--- config.mk ---
export PLATFORM = sky130hd
export DESIGN_NAME = adcr_regs
export DESIGN_NICKNAME = d
export VERILOG_FILES = /design/src/hdl/adcr_pkg.sv /design/src/hdl/adcr_regs.sv
export SDC_FILE = /design/constraint.sdc
export NUM_CORES = 1
export LEC_CHECK = 0
export ABC_CLOCK_PERIOD_IN_PS = 7300
export BUFFER_PORTS_ARGS = -buffer_cell sky130_fd_sc_hd__buf_2
export CORE_ASPECT_RATIO = 1.5
export CORE_MARGIN = 8
export CORE_UTILIZATION = 51
export CTS_CLUSTER_SIZE = 10
export DETAILED_ROUTE_END_ITERATION = 10
export PLACE_DENSITY = 0.7
export SLEW_MARGIN = 10
export SYNTH_ARGS = -nofsm -noshare
export SYNTH_HDL_FRONTEND = slang
export SYNTH_SLANG_ARGS = --single-unit
--- constraint.sdc ---
create_clock -name core_clk -period 7.3 [get_ports core_clk]
set_clock_uncertainty 0.1 [all_clocks]
set_input_delay 1.46 -clock core_clk [delete_from_list [all_inputs] [get_ports core_clk]]
set_output_delay 1.46 -clock core_clk [all_outputs]
set_load 0.03 [all_outputs]
--- src/hdl/adcr_pkg.sv ---
// Register map, field layout and mode encodings for the processing config
package adcr_pkg;
  localparam logic [7:0] ADCR_CH4_DELAY_OFS = 8'h4F;
  localparam logic [7:0] ADCR_PROC_A_OFS = 8'h6B;
  localparam logic [7:0] ADCR_PROC_B_OFS = 8'h6C;
  localparam logic [7:0] ADCR_CH4_DELAY_RST = 8'h00;
  localparam logic [7:0] ADCR_PROC_A_RST = 8'h01;
  localparam logic [7:0] ADCR_PROC_B_RST = 8'h40;
  localparam logic [7:0] ADCR_UNMAPPED_RD = 8'h00;
  // Processing config A fields
  localparam int ADCR_A_VOL_LOCK_BIT = 7;
  localparam int ADCR_A_ENH_ALG_BIT = 6;
  localparam int ADCR_A_DECI_LSB = 4;
  localparam int ADCR_A_SUM_LSB = 2;
  localparam int ADCR_A_HPF_LSB = 0;
  // Processing config B fields
  localparam int ADCR_B_GANG_BIT = 7;
  localparam int ADCR_B_BIQ_LSB = 5;
  localparam int ADCR_B_NOSTEP_BIT = 4;
  localparam int ADCR_B_SEL_BIT = 3;
  localparam int ADCR_B_RSVD_BIT = 2;
  localparam int ADCR_B_COMP_BIT = 1;
  localparam int ADCR_B_CLIP_BIT = 0;
  localparam int ADCR_NUM_CH = 4;
  localparam int ADCR_DELAY_MAX = 255;

  typedef enum logic [1:0] {
    ADCR_DECI_LINEAR = 2'h0,
    ADCR_DECI_LOW_LAT = 2'h1,
    ADCR_DECI_ULTRA_LOW = 2'h2,
    ADCR_DECI_RSVD = 2'h3
  } adcr_deci_t;

  typedef enum logic [1:0] {
    ADCR_HPF_PROGRAMMABLE = 2'h0,
    ADCR_HPF_CUT_00025 = 2'h1,
    ADCR_HPF_CUT_0002 = 2'h2,
    ADCR_HPF_CUT_0008 = 2'h3
  } adcr_hpf_t;

  // Gray order along off -> enhancer -> agc -> compression
  typedef enum logic [1:0] {
    ADCR_DYN_OFF = 2'h0,
    ADCR_DYN_ENHANCER = 2'h1,
    ADCR_DYN_AGC = 2'h3,
    ADCR_DYN_COMPRESS = 2'h2
  } adcr_dyn_t;
endpackage : adcr_pkg

--- src/hdl/adcr_regs.sv ---
// Processing configuration registers with channel-4 delay and mode decode
//
// Summary of operation
// Channel 4 delayed by 0..255 modulator cycles from 8-bit field; reset 0.
// Volume lock bit set blocks volume changes while converter powered.
// Enhanced bit picks enhanced gain-management algorithms; resets to 0.
// Decimation field: linear, low latency, ultra-low; value 3 reserved.
// Summation field 1 outputs average of channels 1 and 2; 0 off.
// High-pass field 1..3 fixed cutoffs; 0 programmable IIR; resets to 1.
// Volume gang makes every active channel use channel 1 volume.
// Biquad count field gives 0..3 biquads per channel; resets to 2.
// Volume, mute and unmute soft-step unless soft-step disable is set.
// Without compression, select bit picks enhancer (0) or gain control (1).
// Compression enable forces compression, excluding enhancer and AGC.
// Compression acts like enhancer but without compensating digital gain.
// Clip avoidance compresses above threshold when gain over 0 dB, dynamic.
// Software writes only reset value into reserved config B bit 2.
// Every field reads back last write and resets to documented value.
module adcr_regs
  import adcr_pkg::*;
#(
  parameter int CH_NUM = adcr_pkg::ADCR_NUM_CH,
  parameter int DELAY_MAX = adcr_pkg::ADCR_DELAY_MAX
) (
  input wire logic core_clk,
  input wire logic arst_n,
  input wire logic [7:0] reg_addr,
  input wire logic [7:0] reg_wdata,
  input wire logic reg_wr,
  input wire logic reg_rd,
  output logic [7:0] reg_rdata,
  output logic reg_rvalid,
  input wire logic mod_clk_en,
  input wire logic ch4_in,
  output logic ch4_out,
  input wire logic adc_powered,
  input wire logic volume_change_req,
  output logic volume_change_accept,
  input wire logic [7:0] first_channel_volume,
  input wire logic [CH_NUM*8-1:0] per_channel_volume,
  output logic [CH_NUM*8-1:0] effective_volume,
  input wire logic [CH_NUM-1:0] channel_dynamic_processing_enable,
  input wire logic [CH_NUM-1:0] gain_above_0db,
  output adcr_pkg::adcr_dyn_t [CH_NUM-1:0] dynamic_mode,
  output logic [CH_NUM-1:0] gain_compensation_en,
  output logic [CH_NUM-1:0] clip_avoid_active,
  output logic enhanced_algorithm_select,
  output adcr_pkg::adcr_deci_t decimation_response_select,
  output logic [1:0] channel_summation_mode,
  output logic sum_ch12_average,
  output adcr_pkg::adcr_hpf_t highpass_select,
  output logic [1:0] biquad_count,
  output logic soft_step_en
);
  import adcr_pkg::*;

  logic [7:0] ch4_delay_r;
  logic [7:0] proc_a_r;
  logic [7:0] proc_b_r;
  logic [7:0] rdata_nxt;
  logic [7:0] tap_sel;
  logic [DELAY_MAX-1:0] delay_line_r;
  logic [DELAY_MAX-1:0] tap_in;
  logic ch4_nxt;
  logic runtime_volume_lock;
  logic volume_gang;
  logic compression_enable;
  logic enhancer_gain_control_select;
  logic clip_avoidance_enable;
  logic volume_locked;

  assign runtime_volume_lock = proc_a_r[ADCR_A_VOL_LOCK_BIT];
  assign volume_gang = proc_b_r[ADCR_B_GANG_BIT];
  assign compression_enable = proc_b_r[ADCR_B_COMP_BIT];
  assign enhancer_gain_control_select = proc_b_r[ADCR_B_SEL_BIT];
  assign clip_avoidance_enable = proc_b_r[ADCR_B_CLIP_BIT];
  assign volume_locked = runtime_volume_lock && adc_powered;
  assign tap_in = {delay_line_r[DELAY_MAX-2:0], ch4_in};
  assign tap_sel = ch4_delay_r - 8'h01;

  // Channel 4 delay setting
  always_ff @(posedge core_clk or negedge arst_n) begin
    if (!arst_n) begin
      ch4_delay_r <= ADCR_CH4_DELAY_RST;
    end else if (reg_wr && (reg_addr == ADCR_CH4_DELAY_OFS)) begin
      ch4_delay_r <= reg_wdata;
    end
  end

  // Processing config A
  always_ff @(posedge core_clk or negedge arst_n) begin
    if (!arst_n) begin
      proc_a_r <= ADCR_PROC_A_RST;
    end else if (reg_wr && (reg_addr == ADCR_PROC_A_OFS)) begin
      proc_a_r <= reg_wdata;
    end
  end

  // Processing config B, reserved bit kept as written
  always_ff @(posedge core_clk or negedge arst_n) begin
    if (!arst_n) begin
      proc_b_r <= ADCR_PROC_B_RST;
    end else if (reg_wr && (reg_addr == ADCR_PROC_B_OFS)) begin
      proc_b_r <= reg_wdata;
    end
  end

  // Read multiplexer
  always_comb begin
    case (reg_addr)
      ADCR_CH4_DELAY_OFS: rdata_nxt = ch4_delay_r;
      ADCR_PROC_A_OFS: rdata_nxt = proc_a_r;
      ADCR_PROC_B_OFS: rdata_nxt = proc_b_r;
      default: rdata_nxt = ADCR_UNMAPPED_RD;
    endcase
  end

  // Read valid, one cycle after strobe
  always_ff @(posedge core_clk or negedge arst_n) begin
    if (!arst_n) begin
      reg_rvalid <= 1'b0;
    end else begin
      reg_rvalid <= reg_rd;
    end
  end

  // Read data, held until the next read
  always_ff @(posedge core_clk or negedge arst_n) begin
    if (!arst_n) begin
      reg_rdata <= 8'h00;
    end else if (reg_rd) begin
      reg_rdata <= rdata_nxt;
    end
  end

  // Channel 4 delay line, one tap per modulator cycle
  genvar ti;
  generate
    for (ti = 0; ti < DELAY_MAX; ti++) begin : g_tap
      always_ff @(posedge core_clk or negedge arst_n) begin
        if (!arst_n) begin
          delay_line_r[ti] <= 1'b0;
        end else if (mod_clk_en) begin
          delay_line_r[ti] <= tap_in[ti];
        end
      end
    end
  endgenerate

  // Tap 0 is the current input: zero setting adds no delay
  always_comb begin
    if (ch4_delay_r == 8'h00) begin
      ch4_nxt = ch4_in;
    end else begin
      ch4_nxt = delay_line_r[tap_sel];
    end
  end

  // Channel 4 output register
  always_ff @(posedge core_clk or negedge arst_n) begin
    if (!arst_n) begin
      ch4_out <= 1'b0;
    end else begin
      ch4_out <= ch4_nxt;
    end
  end

  // Volume change gating
  always_ff @(posedge core_clk or negedge arst_n) begin
    if (!arst_n) begin
      volume_change_accept <= 1'b0;
    end else begin
      volume_change_accept <= volume_change_req && !volume_locked;
    end
  end

  // Enhanced algorithm select
  always_ff @(posedge core_clk or negedge arst_n) begin
    if (!arst_n) begin
      enhanced_algorithm_select <= ADCR_PROC_A_RST[ADCR_A_ENH_ALG_BIT];
    end else begin
      enhanced_algorithm_select <= proc_a_r[ADCR_A_ENH_ALG_BIT];
    end
  end

  // Decimation response
  always_ff @(posedge core_clk or negedge arst_n) begin
    if (!arst_n) begin
      decimation_response_select <=
        adcr_deci_t'(ADCR_PROC_A_RST[ADCR_A_DECI_LSB +: 2]);
    end else begin
      decimation_response_select <=
        adcr_deci_t'(proc_a_r[ADCR_A_DECI_LSB +: 2]);
    end
  end

  // Channel summation mode
  always_ff @(posedge core_clk or negedge arst_n) begin
    if (!arst_n) begin
      channel_summation_mode <= ADCR_PROC_A_RST[ADCR_A_SUM_LSB +: 2];
    end else begin
      channel_summation_mode <= proc_a_r[ADCR_A_SUM_LSB +: 2];
    end
  end

  // Channels 1 and 2 averaged
  always_ff @(posedge core_clk or negedge arst_n) begin
    if (!arst_n) begin
      sum_ch12_average <= (ADCR_PROC_A_RST[ADCR_A_SUM_LSB +: 2] == 2'h1);
    end else begin
      sum_ch12_average <= (proc_a_r[ADCR_A_SUM_LSB +: 2] == 2'h1);
    end
  end

  // High-pass selection
  always_ff @(posedge core_clk or negedge arst_n) begin
    if (!arst_n) begin
      highpass_select <= adcr_hpf_t'(ADCR_PROC_A_RST[ADCR_A_HPF_LSB +: 2]);
    end else begin
      highpass_select <= adcr_hpf_t'(proc_a_r[ADCR_A_HPF_LSB +: 2]);
    end
  end

  // Biquad count
  always_ff @(posedge core_clk or negedge arst_n) begin
    if (!arst_n) begin
      biquad_count <= ADCR_PROC_B_RST[ADCR_B_BIQ_LSB +: 2];
    end else begin
      biquad_count <= proc_b_r[ADCR_B_BIQ_LSB +: 2];
    end
  end

  // Soft-step enable
  always_ff @(posedge core_clk or negedge arst_n) begin
    if (!arst_n) begin
      soft_step_en <= !ADCR_PROC_B_RST[ADCR_B_NOSTEP_BIT];
    end else begin
      soft_step_en <= !proc_b_r[ADCR_B_NOSTEP_BIT];
    end
  end

  // Per-channel volume source and dynamic processing mode
  genvar gi;
  generate
    for (gi = 0; gi < CH_NUM; gi++) begin : g_ch
      adcr_dyn_t mode_nxt;
      logic [7:0] vol_nxt;
      logic comp_nxt;
      logic clip_nxt;

      always_comb begin
        if (!channel_dynamic_processing_enable[gi] && !compression_enable) begin
          mode_nxt = ADCR_DYN_OFF;
        end else if (compression_enable) begin
          mode_nxt = ADCR_DYN_COMPRESS;
        end else if (enhancer_gain_control_select) begin
          mode_nxt = ADCR_DYN_AGC;
        end else begin
          mode_nxt = ADCR_DYN_ENHANCER;
        end
      end

      assign vol_nxt = volume_gang ? first_channel_volume :
        per_channel_volume[gi*8 +: 8];
      assign comp_nxt = (mode_nxt == ADCR_DYN_ENHANCER) ||
        (mode_nxt == ADCR_DYN_AGC);
      assign clip_nxt = clip_avoidance_enable && gain_above_0db[gi] &&
        (mode_nxt != ADCR_DYN_OFF);

      // Volume source
      always_ff @(posedge core_clk or negedge arst_n) begin
        if (!arst_n) begin
          effective_volume[gi*8 +: 8] <= 8'h00;
        end else begin
          effective_volume[gi*8 +: 8] <= vol_nxt;
        end
      end

      // Dynamic processing mode
      always_ff @(posedge core_clk or negedge arst_n) begin
        if (!arst_n) begin
          dynamic_mode[gi] <= ADCR_DYN_OFF;
        end else begin
          dynamic_mode[gi] <= mode_nxt;
        end
      end

      // Compensating gain
      always_ff @(posedge core_clk or negedge arst_n) begin
        if (!arst_n) begin
          gain_compensation_en[gi] <= 1'b0;
        end else begin
          gain_compensation_en[gi] <= comp_nxt;
        end
      end

      // Clip avoidance
      always_ff @(posedge core_clk or negedge arst_n) begin
        if (!arst_n) begin
          clip_avoid_active[gi] <= 1'b0;
        end else begin
          clip_avoid_active[gi] <= clip_nxt;
        end
      end
    end
  endgenerate
endmodule // adcr_regs

==> run_results.csv, run 1 <==
group,metric,value,unit
logic_synthesis,avgSynthCellArea,15.5,um^2
sta,post-route-period-util,56.3,%
place,hpwlAfterDp,18400,um
clock_tree,clock_sinks,345,
clock_tree,clock_path_buffers,3,
hold_path,worstHoldPathType,"register to register",
pwr,switchingPower,1.03,mW
clock_tree,cts_root_buffer,"clkbuf_16",
setup_path,path_class,"register to register",
routing,dr.pass1.iters,5,
logic_synthesis,ys_seq_area_share,57.7,%
setup_path,worstPathRequired,7.62,ns
place,post-place-ws,3.12,ns
routing,drc,0,
global_route,grt_max_degree,180,
routing,wl_per_cell,19.0,um
sta,tightest_slew,1.12,ns
sta,finalCriticalPeriod,4.11,ns
routing,num_vias,8323,
global_route,grt_overflow,0,
logic_synthesis,async_flop_share,100,%
cells_and_area,nFillCells,2258,
sta,final_max_slew_viol_count,0,
global_route,grt_pass1_wl,47500,um
die,io_pins,142,
sta,finalWorstSetupSlack,3.19,ns
pwr,p_clk_share,40.9,%
die,design.die.area,35200,um^2
cells_and_area,antenna_cells,0,
pwr,power_density,251,nW/um^2
global_route,antenna_found_initial,0,
sta,setup_violations,0,
sta,clock.fmax,243,MHz
clock_tree,cts_buffers,40,
flow_run,maxCapViolCount,0,
place,gp_congestion,0.765,
routing,drt_iter0_drc,450,
setup_path,cp_data_arrival_time,4.43,ns
cells_and_area,mostFrequentLayoutCell,"dfrtp_1",
pwr,pwr-share-comb,10.3,%
place,port_buffers,141,
sta,rsz0062_at_grt,"false",
die,core_area,29200,um^2
pwr,vdd_drop_max,0.000167,V
pwr,p_leak,8.41,nW
pwr,sw_frac_of_total,24.2,%
global_route,grt_use_total,16.8,%
cells_and_area,regArea,8640,um^2
setup_path,cp_max_fo,39,
logic_synthesis,synth_ff_type,"dfrtp_1",
cells_and_area,final_layout_size_suffix_gt1_share,50.5,%
logic_synthesis,synth_cells,967,
logic_synthesis,synth.distinct_cells,51,
logic_synthesis,synthesis.nets,1041,
routing,via_per_inst,5.53,
routing,wl,28600,um
clock_tree,cts.hold.buffers_added,0,
logic_synthesis,ys_warn_count,0,
logic_synthesis,synth_edf_count,0,
cells_and_area,syn_to_final_growth,14.1,%
logic_synthesis,ys_ff_latch,345,
die,die_y,226,um
die,num_rows,77,
setup_path,end_kind,"register",
cells_and_area,layout.nets,1174,
pwr,internal_power,3.24,mW
clock_tree,h-tree-depth,2,
logic_synthesis,syn_area,15000,um^2
status,status,"finished, final reports clean",
clock_tree,clk_pin_slew_worst_paths,0.06,ns
die,die_w,156,um
setup_path,critPathLaunchType,"register",
clock_tree,cts_tree,"yes",
pwr,seq_power_share,48.8,%
global_route,grt_pass1_vias,9084,
die,start_util,51.2,%
cells_and_area,layout_common_cells,"339 x dfrtp_1, 279 x mux2_2, 139 x buf_2, 67 x mux4_2, 45 x inv_1",
sta,hold_viol,0,
sta,tns,0,ns
clock_tree,clk_latency,0.53,ns
clock_tree,postCtsSetupBuffers,0,
clock_tree,cts_resized,0,
cells_and_area,multi_input_area,5860,um^2
sta,maxSlewHeadroom,25.0,%
routing,ant_nets,0,
logic make-up after synthesis:
group / Yosys count / share of synthesized area (%)
buffers and inverters: 103 / 3.17
xor gates and xnor gates: 5 / 0.343
adders and majority gates: 2 / 0.167
and+or+nand+nor: 58 / 2.27
muxes: 360 / 32.0
DFF: 345 / 57.7
AOI/OAI and AO/OA: 94 / 4.28
cells in the mapped netlist, types with 4 or more instances:
| cell | count | area (um^2) |
|---|---|---|
| inv_1 | 45 | 169 |
| nand2_1 | 30 | 113 |
| dfrtp_1 | 340 | 8510 |
| a21oi_1 | 4 | 20.0 |
| dfstp_2 | 5 | 131 |
| mux4_2 | 67 | 1510 |
| nor2_1 | 4 | 15.0 |
| o211a_1 | 4 | 40.0 |
| buf_6 | 5 | 56.3 |
| buf_2 | 7 | 35.0 |
| a21o_1 | 4 | 30.0 |
| o21ai_0 | 39 | 195 |
| clkbuf_1 | 34 | 128 |
| a22oi_1 | 6 | 45.0 |
| mux2i_1 | 14 | 140 |
| a222oi_1 | 8 | 80.1 |
| mux2_2 | 279 | 3140 |
| o22ai_1 | 8 | 50.1 |
| a22o_1 | 6 | 52.6 |
| buf_4 | 8 | 60.1 |
| nor2b_1 | 6 | 37.5 |
stage by stage:
stage,util [%],hold WS [ns],power (mW),cell area [um^2],cells
6_report,58.5,0.280,4.28,17100,1505
5_1_grt,58.5,0.288,4.45,17100,1505
4_1_cts,58.5,0.282,4.35,17100,1505
3_5_place_dp,54.7,0.274,2.57,16000,1453
3_3_place_gp,54.7,0.272,2.56,16000,1453
2_1_floorplan,-,0.259,2.40,15000,967
final timing paths:
check	from	endpoint	slack [ns]	cells past startpoint
worst max-delay path	ch4_delay_r[0]	ch4_out	3.19	10
worst min-delay path	proc_b_r[6]	biquad_count[1]	0.28	0
worst max register to register	ch4_delay_r[0]	ch4_out	3.19	10
worst min register to register	proc_b_r[6]	biquad_count[1]	0.28	0
max in group asynchronous	arst_n	ch4_delay_r[0]	4.76	2
min in group asynchronous	arst_n	delay_line_r[147]	0.85	1
power groups by stage:
stage               logic, mW  registers (mW)  clock network, mW
floorplan               0.270            2.13                  0
global placement        0.439            2.12                  0
detailed placement      0.447            2.12                  0
CTS                     0.449            2.09               1.81
global route            0.478            2.10               1.87
finish                  0.440            2.09               1.75
area by class of cell:
type	instances	area share, %
clock inverter	3	0.279
multi-input combinational	519	34.3
sequential	345	50.6
clock buffer	49	6.19
inverter	45	0.990
tap	395	2.90
timing repair buffer	149	4.68
worst max-delay path, cell delays in order, from the launching register on:
cell and delay (ns):
dfrtp_4 0.72, inv_1 0.16, ha_2 1.08, buf_4 0.50, mux4_2 0.37, a22o_1 0.23
o21ai_0 0.16, o211ai_1 0.14, o311ai_1 0.14, a21oi_1 0.10, a211o_1 0.26
state kept, by name, summed over array words and instances, names as in the netlist:
name	count
highpass_select	2
biquad_count	2
ch4_delay_r	8
channel_summation_mode	2
volume_change_accept	1
soft_step_en	1
clip_avoid_active	4
dynamic_mode	8
effective_volume	32
decimation_response_select	2
reg_rdata	8
proc_b_r	8
proc_a_r	8
sum_ch12_average	1
delay_line_r	255
ch4_out	1
reg_rvalid	1
enhanced_algorithm_select	1
routing by layer:
| layer | vias to the layer above | global-route usage (%) | share of wire [%] |
|---|---|---|---|
| li1 | 3802 | - | - |
| met3 | 56 | 3.66 | 5.3 |
| met5 | - | 0 | 0 |
| met2 | 186 | 29.5 | 53 |
| met1 | 4279 | 19.9 | 39 |
| met4 | 0 | 6.53 | 2.6 |
Power figures use the tool's default switching activity.
==> run 2, diff against run 1 <==
Settings changed: ABC_CLOCK_PERIOD_IN_PS 7300 to 3800.
Clock period 7.3 ns to 3.8 ns, I/O delays scaled along.
==> run_results.csv, run 2 (same netlist as run 1, synthesis figures left out) <==
group,metric,value,unit
place,port_buffers,141,
place,hpwlAfterDp,19100,um
die,core_area,29200,um^2
routing,drt_iter0_drc,406,
global_route,grt_pass1_vias,9065,
sta,post-route-period-util,84.5,%
sta,setup_violations,0,
cells_and_area,antenna_cells,0,
sta,tightest_slew,1.15,ns
setup_path,r2r-end,"ch4_out",
clock_tree,clock_path_buffers,3,
cells_and_area,instances_no_fill,1525,
pwr,p_leak,8.49,nW
clock_tree,h-tree-depth,2,
routing,wl,28500,um
sta,finalCriticalPeriod,3.21,ns
die,io_pins,142,
place,gp_congestion,0.799,
clock_tree,cts_root_buffer,"clkbuf_16",
clock_tree,clock_sinks,345,
routing,via_per_inst,5.52,
routing,wl_per_cell,18.7,um
clock_tree,cts.hold.buffers_added,0,
place,placed_cells,1466,
setup_path,critPathLaunchType,"register",
sta,final_max_slew_viol_count,0,
hold_path,worstHoldPathType,"input pin to asynchronous set/reset pin",
cells_and_area,largest_reg_flops,255,
die,die_y,226,um
setup_path,cp_max_fo,23,
cells_and_area,syn_to_final_growth,15.2,%
clock_tree,cts_buffers,40,
cells_and_area,layout.nets,1187,
cells_and_area,layout_common_cells,"339 x dfrtp_1, 279 x mux2_2, 139 x buf_2, 67 x mux4_2, 45 x inv_1",
die,design.die.area,35200,um^2
setup_path,reg2reg_depth,10,
setup_path,crit_start,"ch4_delay_r[0]",
status,status,"finished, final reports clean",
routing,ant_nets,0,
sta,maxSlewHeadroom,23.4,%
setup_path,r2r_slack,0.59,ns
sta,clock.fmax,311,MHz
setup_path,timing.rr.start,"ch4_delay_r[0]",
pwr,power_density,475,nW/um^2
routing,drc,0,
pwr,vdd_drop_max,0.000322,V
routing,dr.pass1.iters,5,
cells_and_area,mostFrequentLayoutCell,"dfrtp_1",
setup_path,path_class,"register to register",
global_route,antenna_found_initial,0,
clock_tree,cts_tree,"yes",
global_route,grt_overflow,0,
sta,hold_viol,0,
cells_and_area,final_layout_size_suffix_gt1_share,50.8,%
setup_path,cp_data_arrival_time,3.53,ns
clock_tree,clk_latency,0.52,ns
global_route,grt_use_total,16.7,%
sta,rsz0062_at_grt,"false",
clock_tree,clk_pin_slew_worst_paths,0.06,ns
clock_tree,postCtsSetupBuffers,0,
sta,tns,0,ns
die,start_util,51.2,%
global_route,grt_max_degree,109,
setup_path,setup.worst_path.end,"ch4_out",
cells_and_area,reg_top3,"delay_line_r x255, effective_volume x32",
global_route,grt_pass1_wl,47500,um
clock_tree,cts_resized,0,
flow_run,maxCapViolCount,0,
routing,num_vias,8413,
die,num_rows,77,
cells_and_area,largest_register,"delay_line_r",
setup_path,end_kind,"register",
setup_path,worstPathRequired,4.12,ns
die,die_w,156,um
==> run 2: changes by cell type in the layout (fill, tap and decap cells not counted) <==
cell        before  now
buf_4            7   15
clkinvlp_4       0    1
buf_12           1    6
clkbuf_1         8   15
bufinv_16        1    0
==> run 2: worst max-delay path: stages (launching register included) <==
cell     delay (ns)
dfrtp_4        0.55
inv_1          0.12
ha_2           0.55
buf_12         0.24
mux4_2         0.33
mux4_2         0.50
nand2_1        0.09
nand3_1        0.15
nand2_1        0.13
a21oi_1        0.06
a211o_1        0.27
==> run 2: where the power goes <==
| group | internal [mW] | total [mW] | switching, mW |
|---|---|---|---|
| Clock | 1.96 | 3.33 | 1.37 |
| Combinational | 0.385 | 0.854 | 0.469 |
| Sequential | 3.86 | 4.00 | 0.133 |
| Total | 6.21 | 8.18 | 1.97 |
==> run 2: how the worst min path moves through the flow <==
stage,from,endpoint,slack (ns),cells past startpoint
floorplan,proc_b_r[6],biquad_count[1],0.26,0
global placement,proc_b_r[6],biquad_count[1],0.27,0
detailed placement,proc_b_r[6],biquad_count[1],0.27,0
CTS,arst_n,delay_line_r[55],0.02,1
global route,arst_n,delay_line_r[45],0.05,1
finish,arst_n,delay_line_r[47],0.03,1
==> run 2: cell type report <==
type                    instances  area [um^2]
multi-input cells             519         5860
clock buffers                  56         1080
repair buffers                162          958
fillers                      2248        12000
inverters                      45          169
flip-flops and latches        345         8640
well taps                     395          494
clock inverters                 3         25.0
==> run 2: stage by stage <==
step | hold slack, ns | setup slack [ns] | utilization, % | instance area [um^2] | power, mW
5_1_grt | 0.0477 | 0.407 | 59.0 | 17200 | 8.53
2_1_floorplan | 0.259 | 0.657 | - | 15000 | 4.60
3_3_place_gp | 0.267 | 0.601 | 55.2 | 16100 | 4.91
4_1_cts | 0.0221 | 0.553 | 59.0 | 17200 | 8.31
6_report | 0.0304 | 0.587 | 59.0 | 17200 | 8.18
3_5_place_dp | 0.266 | 0.542 | 55.2 | 16100 | 4.93
==> run 2: metal layers <==
metal | GRT usage (%) | up-vias | wire length, um
li1 | - | 3843 | -
met1 | 19.7 | 4345 | 11300
met2 | 29.6 | 181 | 15000
met3 | 3.52 | 44 | 1450
met4 | 6.03 | 0 | 715
met5 | 0 | - | 0
